### config.mk
export PLATFORM = sky130hd
export DESIGN_NAME = acsel_ctrl
export DESIGN_NICKNAME = d
export VERILOG_FILES = /design/src/shared/acsel_pkg.sv /design/src/shared/acsel_fmt_if.sv /design/src/hdl/acsel_fmt.sv /design/src/hdl/acsel_ctrl.sv
export SDC_FILE = /design/constraint.sdc
export NUM_CORES = 1
export LEC_CHECK = 0
export ABC_CLOCK_PERIOD_IN_PS = 2020
export BUFFER_PORTS_ARGS = -buffer_cell sky130_fd_sc_hd__buf_4
export CORE_ASPECT_RATIO = 1.75
export CORE_MARGIN = 5
export CORE_UTILIZATION = 40
export CTS_CLUSTER_DIAMETER = 150
export DETAILED_ROUTE_END_ITERATION = 12
export GPL_ROUTABILITY_DRIVEN = 0
export SYNTH_ARGS = -nofsm -noshare
export SYNTH_HDL_FRONTEND = slang
export SYNTH_HIERARCHICAL = 1
export SYNTH_SLANG_ARGS = --single-unit
export TNS_END_PERCENT = 10
### constraint.sdc
create_clock -name mclk -period 2.02 [get_ports mclk]
set_clock_uncertainty 0.15 [all_clocks]
set_input_delay 0.303 -clock mclk [delete_from_list [all_inputs] [get_ports mclk]]
set_output_delay 0.303 -clock mclk [all_outputs]
set_load 0.05 [all_outputs]
### src/shared/acsel_pkg.sv
`default_nettype none
package acsel_pkg;

   // ----------------------------------------
   // register map
   // ----------------------------------------
   localparam logic [2:0] ADDR_CTRL_B  = 3'h3;
   localparam logic [2:0] ADDR_RES_LO  = 3'h4;
   localparam logic [2:0] ADDR_RES_HI  = 3'h5;
   localparam logic [2:0] ADDR_CTRL_A  = 3'h6;
   localparam logic [2:0] ADDR_SEL     = 3'h7;

   localparam logic [7:0] REG_RST      = 8'h00;
   localparam logic [7:0] RD_IDLE      = 8'h00;

   // ----------------------------------------
   // field positions
   // ----------------------------------------
   localparam int SEL_REF_HI  = 7;
   localparam int SEL_REF_LO  = 6;
   localparam int SEL_IN_HI   = 5;
   localparam int CB_BIPOLAR  = 7;
   localparam int CA_BUSY     = 6;
   localparam int CA_DONE     = 4;
   localparam int RES_HI_BITS = 2;

   // ----------------------------------------
   // reference and input codes
   // ----------------------------------------
   typedef enum logic [1:0] {
      REF_VCC  = 2'b00,
      REF_EXT  = 2'b01,
      REF_INT  = 2'b10,
      REF_RSVD = 2'b11
   } acsel_ref_t;

   localparam logic [5:0] SEL_SE_MAX  = 6'h07;
   localparam logic [5:0] SEL_GND     = 6'h20;
   localparam logic [5:0] SEL_IREF    = 6'h21;
   localparam logic [5:0] SEL_TEMP    = 6'h22;
   localparam logic [5:0] SEL_CAL0    = 6'h23;
   localparam logic [5:0] SEL_CAL3    = 6'h24;
   localparam logic [5:0] SEL_CAL7    = 6'h26;
   localparam logic [5:0] SEL_CAL_HI  = 6'h27;
   localparam logic [3:0] PAIR_BASE   = 4'h4;

   // analog source indices: 0..7 are pins
   localparam logic [3:0] SRC_TEMP = 4'h8;
   localparam logic [3:0] SRC_GND  = 4'h9;
   localparam logic [3:0] SRC_IREF = 4'ha;

   // ----------------------------------------
   // result formats
   // ----------------------------------------
   typedef logic signed [11:0] acsel_raw_t;
   localparam acsel_raw_t UNI_MIN  = 12'sh000;
   localparam acsel_raw_t UNI_MAX  = 12'sh3ff;
   localparam acsel_raw_t BIP_MAX  = 12'sh1ff;
   localparam acsel_raw_t BIP_MIN  = 12'she00;

   typedef struct packed {
      logic [3:0] pos;
      logic [3:0] neg;
      logic       diff;
      logic       gain;
      logic       cal;
      logic       temp;
   } acsel_route_t;

endpackage
`default_nettype wire

### src/shared/acsel_fmt_if.sv
`timescale 1ns/100ps
`default_nettype none
interface acsel_fmt_if;
   import acsel_pkg::*;
   logic       load;
   logic       bipolar;
   acsel_raw_t raw;
   logic [9:0] result;

   modport ctrl (output load, output bipolar, output raw, input result);
   modport fmt  (input load, input bipolar, input raw, output result);
endinterface
`default_nettype wire

### src/hdl/acsel_fmt.sv
`timescale 1ns/100ps
`default_nettype none
module acsel_fmt
   import acsel_pkg::*;
(
   // clock and reset
   input  wire logic mclk,
   input  wire logic rst_b,
   // result path
   acsel_fmt_if.fmt  fb
);

   typedef struct packed {
      logic [9:0] result;
   } acsel_fst_t;

   acsel_fst_t s_q;
   acsel_fst_t s_d;
   acsel_raw_t sat;

   // ----------------------------------------
   // clamp and format
   // ----------------------------------------
   always_comb begin
      s_d = s_q;
      sat = fb.raw;
      if (fb.bipolar) begin
         if (fb.raw > BIP_MAX) sat = BIP_MAX;
         if (fb.raw < BIP_MIN) sat = BIP_MIN;
      end else begin
         if (fb.raw < UNI_MIN) sat = UNI_MIN;
         if (fb.raw > UNI_MAX) sat = UNI_MAX;
      end
      // bipolar keeps the sign in bit 9, unipolar uses all ten bits
      if (fb.load) s_d.result = sat[9:0];
   end

   always_ff @(posedge mclk) begin
      if (!rst_b) s_q <= '0;
      else        s_q <= s_d;
   end

   assign fb.result = s_q.result;
endmodule
`default_nettype wire

### src/hdl/acsel_ctrl.sv
// Summary of operation
// - unipolar differential result clamps negative difference to zero, range 0x000..0x3ff.
// - bipolar differential result is two's complement, 0x200 to 0x1ff.
// - in bipolar mode result bit 9 is the sign, one means negative.
// - reset gives unipolar mode; bipolar mode bit one selects bipolar.
// - input code 100010 routes and enables the temperature sensor.
// - reference change during a conversion applies only when it completes.
// - input change during a conversion applies only when it completes.
// - reference codes: supply, external pin, internal 1.1V, 11 reserved.
// - reference code 11 drives internal reference onto the external pin.
// - input codes 000000..000111 select single-ended inputs zero to seven.
// - codes for ground, internal reference, differential and calibration pairs.
// - lowest input bit picks gain for differential codes, zero 1x, one 20x.
// - top input bit swaps positive and negative for normal pairs.
// - calibration codes tie inputs zero, three or seven to both sides.
// - differential codes follow the pair table, e.g. 001000 is 0 vs 1.
// - done flag sets when the result register is updated.
// - unipolar result is ten bits, bipolar nine bits plus sign.
//
// The address-and-strobe port was chosen for this implementation.
`timescale 1ns/100ps
`default_nettype none
module acsel_ctrl
   import acsel_pkg::*;
(
   // clock and reset
   input  wire logic       mclk,
   input  wire logic       rst_b,
   // register port
   input  wire logic [2:0] reg_addr,
   input  wire logic [7:0] reg_wdata,
   input  wire logic       reg_wr,
   input  wire logic       reg_rd,
   output logic      [7:0] reg_rdata,
   // converter core
   input  wire logic       conv_busy,
   input  wire logic       conv_done,
   input  wire acsel_raw_t conv_raw,
   // reference controls
   output logic      [1:0] reference_select,
   output logic            vcc_ref_en,
   output logic            ext_ref_en,
   output logic            int_ref_en,
   output logic            ref_to_pin_en,
   // input routing
   output logic      [5:0] input_select,
   output logic      [3:0] pos_input,
   output logic      [3:0] neg_input,
   output logic            diff_mode,
   output logic            gain_select_bit,
   output logic            offset_cal,
   output logic            temp_sensor_en,
   // result and status
   output logic            bipolar_active,
   output logic      [9:0] result,
   output logic            result_sign_bit,
   output logic            conversion_done_flag
);

   // ----------------------------------------
   // state
   // ----------------------------------------
   typedef struct packed {
      logic [7:0]   sel;
      logic [7:0]   ctrl_b;
      logic         done;
      logic [7:0]   act_sel;
      acsel_route_t route;
      logic [7:0]   rdata;
   } acsel_cst_t;

   acsel_cst_t s_q;
   acsel_cst_t s_d;

   acsel_fmt_if fmt_bus ();

   // ----------------------------------------
   // input select decode
   // ----------------------------------------
   function automatic acsel_route_t decode(input logic [5:0] c);
      acsel_route_t r;
      logic [3:0]   k;
      logic [3:0]   t;
      r = '0;
      k = c[4:1] - PAIR_BASE;
      t = '0;
      if (c <= SEL_SE_MAX) begin
         r.pos = {1'b0, c[2:0]};
         r.neg = SRC_GND;
      end else if (c == SEL_GND) begin
         r.pos = SRC_GND;
         r.neg = SRC_GND;
      end else if (c == SEL_IREF) begin
         r.pos = SRC_IREF;
         r.neg = SRC_GND;
      end else if (c == SEL_TEMP) begin
         r.pos  = SRC_TEMP;
         r.neg  = SRC_GND;
         r.temp = 1'b1;
      end else if (c >= SEL_CAL0 && c <= SEL_CAL_HI) begin
         // same pin on both sides of the gain stage
         if (c < SEL_CAL3)      r.pos = 4'h0;
         else if (c < SEL_CAL7) r.pos = 4'h3;
         else                   r.pos = 4'h7;
         r.neg  = r.pos;
         r.diff = 1'b1;
         r.cal  = 1'b1;
         r.gain = c[0];
      end else begin
         case (k)
            4'h0: begin
               r.pos = 4'h0;
               r.neg = 4'h1;
            end
            4'h1: begin
               r.pos = 4'h0;
               r.neg = 4'h3;
            end
            4'h2: begin
               r.pos = 4'h1;
               r.neg = 4'h2;
            end
            4'h3: begin
               r.pos = 4'h1;
               r.neg = 4'h3;
            end
            4'h4: begin
               r.pos = 4'h2;
               r.neg = 4'h3;
            end
            4'h5: begin
               r.pos = 4'h3;
               r.neg = 4'h4;
            end
            4'h6: begin
               r.pos = 4'h3;
               r.neg = 4'h5;
            end
            4'h7: begin
               r.pos = 4'h3;
               r.neg = 4'h6;
            end
            4'h8: begin
               r.pos = 4'h3;
               r.neg = 4'h7;
            end
            4'h9: begin
               r.pos = 4'h4;
               r.neg = 4'h5;
            end
            4'ha: begin
               r.pos = 4'h5;
               r.neg = 4'h6;
            end
            4'hb: begin
               r.pos = 4'h6;
               r.neg = 4'h7;
            end
            default: begin
               r.pos = 4'h0;
               r.neg = 4'h1;
            end
         endcase
         if (c[SEL_IN_HI]) begin
            t     = r.pos;
            r.pos = r.neg;
            r.neg = t;
         end
         r.diff = 1'b1;
         r.gain = c[0];
      end
      return r;
   endfunction

   // ----------------------------------------
   // next state
   // ----------------------------------------
   always_comb begin
      s_d = s_q;
      // selection writes land in the shadow copy; control B writes take effect directly
      if (reg_wr) begin
         case (reg_addr)
            ADDR_SEL:    s_d.sel    = reg_wdata;
            ADDR_CTRL_B: s_d.ctrl_b = reg_wdata;
            default:     s_d.sel    = s_q.sel;
         endcase
      end

      // write one clears; a completion in the same cycle wins
      if (reg_wr && reg_addr == ADDR_CTRL_A && reg_wdata[CA_DONE]) begin
         s_d.done = 1'b0;
      end
      if (conv_done) s_d.done = 1'b1;

      // selection is frozen while a conversion runs
      if (!conv_busy || conv_done) begin
         s_d.act_sel = s_d.sel;
         s_d.route   = decode(s_d.sel[SEL_IN_HI:0]);
      end

      s_d.rdata = RD_IDLE;
      if (reg_rd) begin
         case (reg_addr)
            ADDR_SEL:    s_d.rdata = s_q.sel;
            ADDR_CTRL_B: s_d.rdata = s_q.ctrl_b;
            ADDR_RES_LO: s_d.rdata = fmt_bus.result[7:0];
            ADDR_RES_HI: s_d.rdata = {6'h00, fmt_bus.result[9:8]};
            ADDR_CTRL_A: begin
               s_d.rdata[CA_BUSY] = conv_busy;
               s_d.rdata[CA_DONE] = s_q.done;
            end
            default:     s_d.rdata = RD_IDLE;
         endcase
      end
   end

   always_ff @(posedge mclk) begin
      if (!rst_b) s_q <= '0;
      else        s_q <= s_d;
   end

   // ----------------------------------------
   // result formatting
   // ----------------------------------------
   // single-ended channels always use the one-sided form
   assign fmt_bus.load    = conv_done;
   assign fmt_bus.bipolar = s_q.ctrl_b[CB_BIPOLAR] && s_q.route.diff;
   assign fmt_bus.raw     = conv_raw;

   acsel_fmt u_fmt (
      .mclk  (mclk),
      .rst_b (rst_b),
      .fb    (fmt_bus)
   );

   // ----------------------------------------
   // outputs
   // ----------------------------------------
   always_comb begin
      vcc_ref_en    = 1'b0;
      ext_ref_en    = 1'b0;
      int_ref_en    = 1'b0;
      ref_to_pin_en = 1'b0;
      case (acsel_ref_t'(s_q.act_sel[SEL_REF_HI:SEL_REF_LO]))
         REF_VCC:  vcc_ref_en = 1'b1;
         REF_EXT:  ext_ref_en = 1'b1;
         REF_INT:  int_ref_en = 1'b1;
         REF_RSVD: begin
            // hazard: fights any voltage applied on the pin
            int_ref_en    = 1'b1;
            ref_to_pin_en = 1'b1;
         end
         default:  vcc_ref_en = 1'b1;
      endcase
   end

   assign reference_select     = s_q.act_sel[SEL_REF_HI:SEL_REF_LO];
   assign input_select         = s_q.act_sel[SEL_IN_HI:0];
   assign pos_input            = s_q.route.pos;
   assign neg_input            = s_q.route.neg;
   assign diff_mode            = s_q.route.diff;
   assign gain_select_bit      = s_q.route.gain;
   assign offset_cal           = s_q.route.cal;
   assign temp_sensor_en       = s_q.route.temp;
   assign bipolar_active       = s_q.ctrl_b[CB_BIPOLAR];
   assign result               = fmt_bus.result;
   assign result_sign_bit      = fmt_bus.result[RES_HI_BITS*4+1];
   assign conversion_done_flag = s_q.done;
   assign reg_rdata            = s_q.rdata;
endmodule
`default_nettype wire

# After elaboration in Yosys (flattened, before gate mapping)
# Memories as Yosys holds them, arrays and structs flattened.
# Cells that the tools add are included.
[totals]
mem_bits_ro = 96
in_bits = 29
reg_bits = 55
n_memories = 1
[mem_list]
columns = ["memory", "words", "word_bits", "rd", "rd_ports_with_merged_regs", "wr", "line", "source"]
rows = [
  ["(no name shown)", 16, 6, 1, 0, 0, "acsel_ctrl.sv:110", "case (k)"],
]
[op_classes]
n_reduce_logical = 11
mux = 33
n_addsub = 1
n_eq_ne = 11
n_lt_le_gt_ge = 9
[op_table]
columns = ["op", "n"]
rows = [
  ["$mux W10", 6],
  ["$mux W8", 7],
  ["$eq A6 B6 Y1 const B", 3],
  ["$mux W16", 1],
  ["$mux W4", 4],
  ["$pmux W4 S4", 1],
  ["$eq A3 B3 Y1 const B", 4],
  ["$gt A12 B10 Y1 const B", 1],
  ["$gt A12 B11 Y1 const B", 1],
  ["$lt A12 B1 Y1 const B", 1],
  ["$lt A12 B10 Y1 const B", 1],
  ["$lt A6 B6 Y1 const B", 2],
  ["$mux W1", 8],
  ["$pmux W1 S4", 2],
  ["$ge A6 B6 Y1 const B", 1],
  ["$le A6 B3 Y1 const B", 1],
  ["$le A6 B6 Y1 const B", 1],
  ["$mux W3", 2],
  ["$pmux W1 S3", 2],
  ["$eq A2 B2 Y1 const B", 2],
  ["$logic_and A1 B1 Y1", 4],
  ["$reduce_and A2 Y1", 2],
  ["$sub A4 B3 Y4 const B", 1],
  ["$eq A3 B2 Y1 const B", 1],
  ["other kinds (6)", 6],
]

# Logic depth before layout (Yosys ltp)
[depth]
depth_word = 11
ltp_mapped = 10
mapped_depth_nobuf = 8

# By module
# Netlist, hierarchy kept.
[modules_own_cells]
columns = ["mod", "cells_each", "n_inst", "area_per_inst_um2", "seq_area_each_um2"]
rows = [
  ["acsel_ctrl", 360, 1, 2832.7, 900.9],
  ["acsel_fmt", 51, 1, 455.4, 200.2],
]

# Worst setup path before layout
# No wires, ideal clock.
[synth_timing]
path_kind = "input port to flip-flop"
from = "input reg_addr[2]"
to = "register s_q (netlist bit pos_input[1])"
setup_time_ns = 0.128
slack_ns = -0.176
arrival_ns = 1.918
path_stages = 9
path_buffers = 2
required_ns = 1.742
path_cell_list = "buf_4 -> nand4_2 -> buf_8 -> mux2i_1 -> inv_1 -> ha_1 -> o21ba_1 -> a211oi_1 -> a22oi_1"
[synth_between]
elab_chain_len = 11
elab_cells_between_ends = 20
classes_between = "1 x add/sub; 4 x order compare; 4 x eq/ne; 9 x mux; 1 x reduce/logical; 1 x memory"
[synth_rtl]
columns = ["item", "line", "source"]
rows = [
  ["start, declared", "acsel_ctrl.sv:30", "input wire logic [2:0] reg_addr,"],
  ["$eq A3 B3 Y1 *", "acsel_ctrl.sv:182", "case (reg_addr)"],
  ["$mux W8 *", "acsel_ctrl.sv:182", ""],
  ["$mux W16 *", "acsel_ctrl.sv:181", "if (reg_wr) begin"],
  ["$sub A4 B3 Y4", "acsel_ctrl.sv:85", "k = c[4:1] - PAIR_BASE;"],
  ["$mem_v2 Z16 W6", "-", ""],
  ["$mux W8", "acsel_ctrl.sv:164", "if (c[SEL_IN_HI]) begin"],
  ["$mux W10", "acsel_ctrl.sv:100", "end else if (c >= SEL_CAL0 && c <= SEL_CAL_HI) begin"],
  ["$mux W8", "acsel_ctrl.sv:96", "end else if (c == SEL_TEMP) begin"],
  ["$mux W8", "acsel_ctrl.sv:93", "end else if (c == SEL_IREF) begin"],
  ["$mux W8", "acsel_ctrl.sv:90", "end else if (c == SEL_GND) begin"],
  ["$mux W8 *", "acsel_ctrl.sv:87", "if (c <= SEL_SE_MAX) begin"],
  ["end signal, assigned", "acsel_ctrl.sv:218", "if (!rst_b) s_q <= '0;"],
  ["end signal, assigned", "acsel_ctrl.sv:219", "else s_q <= s_d;"],
  ["end, declared", "acsel_ctrl.sv:72", "acsel_cst_t s_q;"],
]
# Mark *: on every way between the ends. The rest lies on a longest branch, timed or not.
# A chain may end at the register's enable or synchronous reset.

# Worst setup path in the final report
[layout_timing]
from = "register s_q[39] (netlist bit)"
to = "register s_q (netlist bit neg_input[1])"
[layout_between]
elab_chain_len = 10
elab_cells_between_ends = 19
classes_between = "1 x add/sub; 4 x order compare; 3 x eq/ne; 9 x mux; 1 x reduce/logical; 1 x memory"
[layout_rtl]
columns = ["item", "line"]
rows = [
  ["$mux W8", "acsel_ctrl.sv:182"],
  ["$mux W16 *", "acsel_ctrl.sv:181"],
  ["$sub A4 B3 Y4", "acsel_ctrl.sv:85"],
  ["$mem_v2 Z16 W6", "-"],
  ["$mux W8", "acsel_ctrl.sv:164"],
  ["$mux W10", "acsel_ctrl.sv:100"],
  ["$mux W8", "acsel_ctrl.sv:96"],
  ["$mux W8", "acsel_ctrl.sv:93"],
  ["$mux W8", "acsel_ctrl.sv:90"],
  ["$mux W8 *", "acsel_ctrl.sv:87"],
]
# Marked as above.

==> flow_summary.json <==
{
  "status": "finished clean",
  "vias": 3165,
  "finalHoldViolCount": 0,
  "fillers": 817,
  "synth_top_flop_cell": "dfxtp_1",
  "die_y_um": 130,
  "clk_pin_slew_worst_paths_ns": 0.07,
  "fmax_mhz": 552,
  "grt_pass1_wl_um": 15800,
  "synth.largest_area_cell": "dfxtp_1",
  "initial_core_util_pct": 41.3,
  "slew_headroom_pct": 56.1,
  "arrival_ns": 1.86,
  "cp-start-kind": "flop",
  "drtAntennaViolNets": 0,
  "totalWireLength_um": 9910,
  "portBuffers": 73,
  "grt_pass1_vias": 3099,
  "yosysTopAreaCellShare_pct": 33.5,
  "synth-edff-count": 0,
  "grt.total_usage_pct": 19.9,
  "synthTopCellsByCount": "dfxtp_1, nand2_1, nor2_1",
  "dieWidth_um": 78.5,
  "ys_seq_area_share_pct": 33.5,
  "p_total_mw": 2.65,
  "fp.dieArea_um2": 10200,
  "holdWs_ns": 0.118,
  "drt-vias-per-instance": 5.72,
  "drc_errors": 0,
  "drtIter0Drc": 215,
  "syn_avg_cell_area_um2": 8.00,
  "diodes": 0,
  "slew_violations": 0,
  "setup_viol": 0,
  "fin_crit_ns": 1.81,
  "syn_nets": 441,
  "power_density_nw_per_um2": 669,
  "hp-class": "input port to flop",
  "cts_sinks": 55,
  "stdcell_area_um2": 3970,
  "crit_fanout": 8,
  "drive_gt1_share_pct": 28.3,
  "leakage_nw": 1.63,
  "cts-root-buf": "clkbuf_16",
  "numCtsBuffers": 5,
  "critPathRequiredTime_ns": 2.07,
  "first_pass_iters": 5,
  "cap_violations": 0,
  "worst_slew_pin_slew_ns": 0.657,
  "synth-seq-cells": 55,
  "yosysWarnings": 6,
  "async_flop_share_pct": 0,
  "cts_buffer_depth": 2,
  "totalNegativeSetupSlack_ns": 0,
  "syn_inst": 411,
  "clk_latency_ns": 0.30,
  "synth_most_common_cell": "dfxtp_1",
  "path_class": "flop to flop",
  "synth_area_um2": 3290,
  "hpwl_um": 7820,
  "synth_area_leaders": "dfxtp_1, buf_4, nand2_1, a21oi_1, nor2_1",
  "peakVddDrop_mv": 0.383,
  "wl_per_cell_um": 17.9,
  "grt_overflow": 0,
  "core_um2": 7960,
  "antenna_found_initial": 0,
  "rsz0062_at_grt": "false",
  "syn_to_final_growth_pct": 20.6,
  "io_pins": 74,
  "placed_area_um2": 3820,
  "grt_max_degree": 29,
  "synth_cell_types": 58,
  "nets": 492,
  "tritoncts": "built",
  "fin_crit_sh_pct": 89.6,
  "std_cell_rows": 43,
  "htreeDepth": 2,
  "post-route-util_pct": 49.8,
  "crit_path_end_kind": "flop"
}
==> flip-flops by register name, indices dropped and copies added, names as in the netlist, 2 cells and up <==
name              flops
s_q                  15
reference_select      2
neg_input             4
reg_rdata             8
u_fmt/fb.result      10
pos_input             4
input_select          6
==> metal layers <==
metal,part of all wire (%),track usage [%],vias to the layer above
met4,5.6,12.2,0
met2,55,37.2,121
li1,-,-,1551
met1,35,20.4,1460
met5,0,0,-
met3,5.1,3.25,33
==> cell families (layout without fill, tap and decap cells) <==
kind of cell	after synthesis	count (layout)	synth area share, %
AND/OR/NAND/NOR	135	135	19.1
AO/OA/AOI/OAI	132	132	27.1
buffers and inverters	70	122	13.2
flip-flops	55	55	33.5
multiplexers	14	14	5.59
XOR/XNOR	4	4	1.07
adder cells (fa/ha/maj)	1	1	0.380
==> layout by cell type (no fill, tap or decap), types with 8 or more instances in the layout <==
cell type,instances
a22o_1,8
o21ai_0,26
nand3_1,11
dfxtp_1,54
nor3_1,12
a21oi_1,30
o22ai_1,12
o211ai_1,9
buf_4,108
nand2_1,45
nor2_1,37
==> power by group <==
part	leakage [nW]	internal (mW)	switching (mW)
combinational	1.11	0.214	0.381
clock	0.0742	0.465	0.416
sequential	0.450	1.13	0.0451
total	1.63	1.81	0.842
==> per-stage QoR <==
step | instances | setup WS, ns
final | 553 | 0.210
after global routing | 553 | 0.0673
after CTS | 553 | 0.0947
after detailed placement | 545 | -0.0345
after global placement | 545 | 0.0104
after floorplan | 411 | 0.000330
==> final timing paths <==
| check | slack (ns) | endpoint | start | cells past startpoint |
|---|---|---|---|---|
| hold / removal | 0.12 | bipolar_active | reg_wdata[7] | 3 |
| hold reg to reg | 0.31 | pos_input[3] | pos_input[3] | 2 |
| setup / recovery | 0.21 | neg_input[1] | s_q[39] | 5 |
| setup reg to reg | 0.21 | neg_input[1] | s_q[39] | 5 |
==> layout make-up <==
class | instances | area, um2 | share of cell area [%]
Clock buffer | 5 | 125 | 3.16
Clock inverter | 3 | 22.5 | 0.568
Inverter | 6 | 22.5 | 0.568
Multi-Input combinational cell | 286 | 1770 | 44.6
Sequential cell | 55 | 1100 | 27.8
Tap cell | 90 | 113 | 2.84
Timing Repair Buffer | 108 | 811 | 20.4
==> critical path: stages (launching register included) <==
cell and delay [ns]:
dfxtp_1 0.56, mux2i_4 0.13, ha_1 0.32, a21boi_1 0.20, o21ai_1 0.08, a311oi_1 0.26
==> timing repair <==
item | 4_1_cts | 5_1_grt
gates resized for setup | 0 | 1
setup endpoints to repair | 0 | 3
hold endpoints to repair | 0 | 0
setup buffers | 0 | 0
hold buffers | 0 | 0
(Power assumes the default switching activity.)
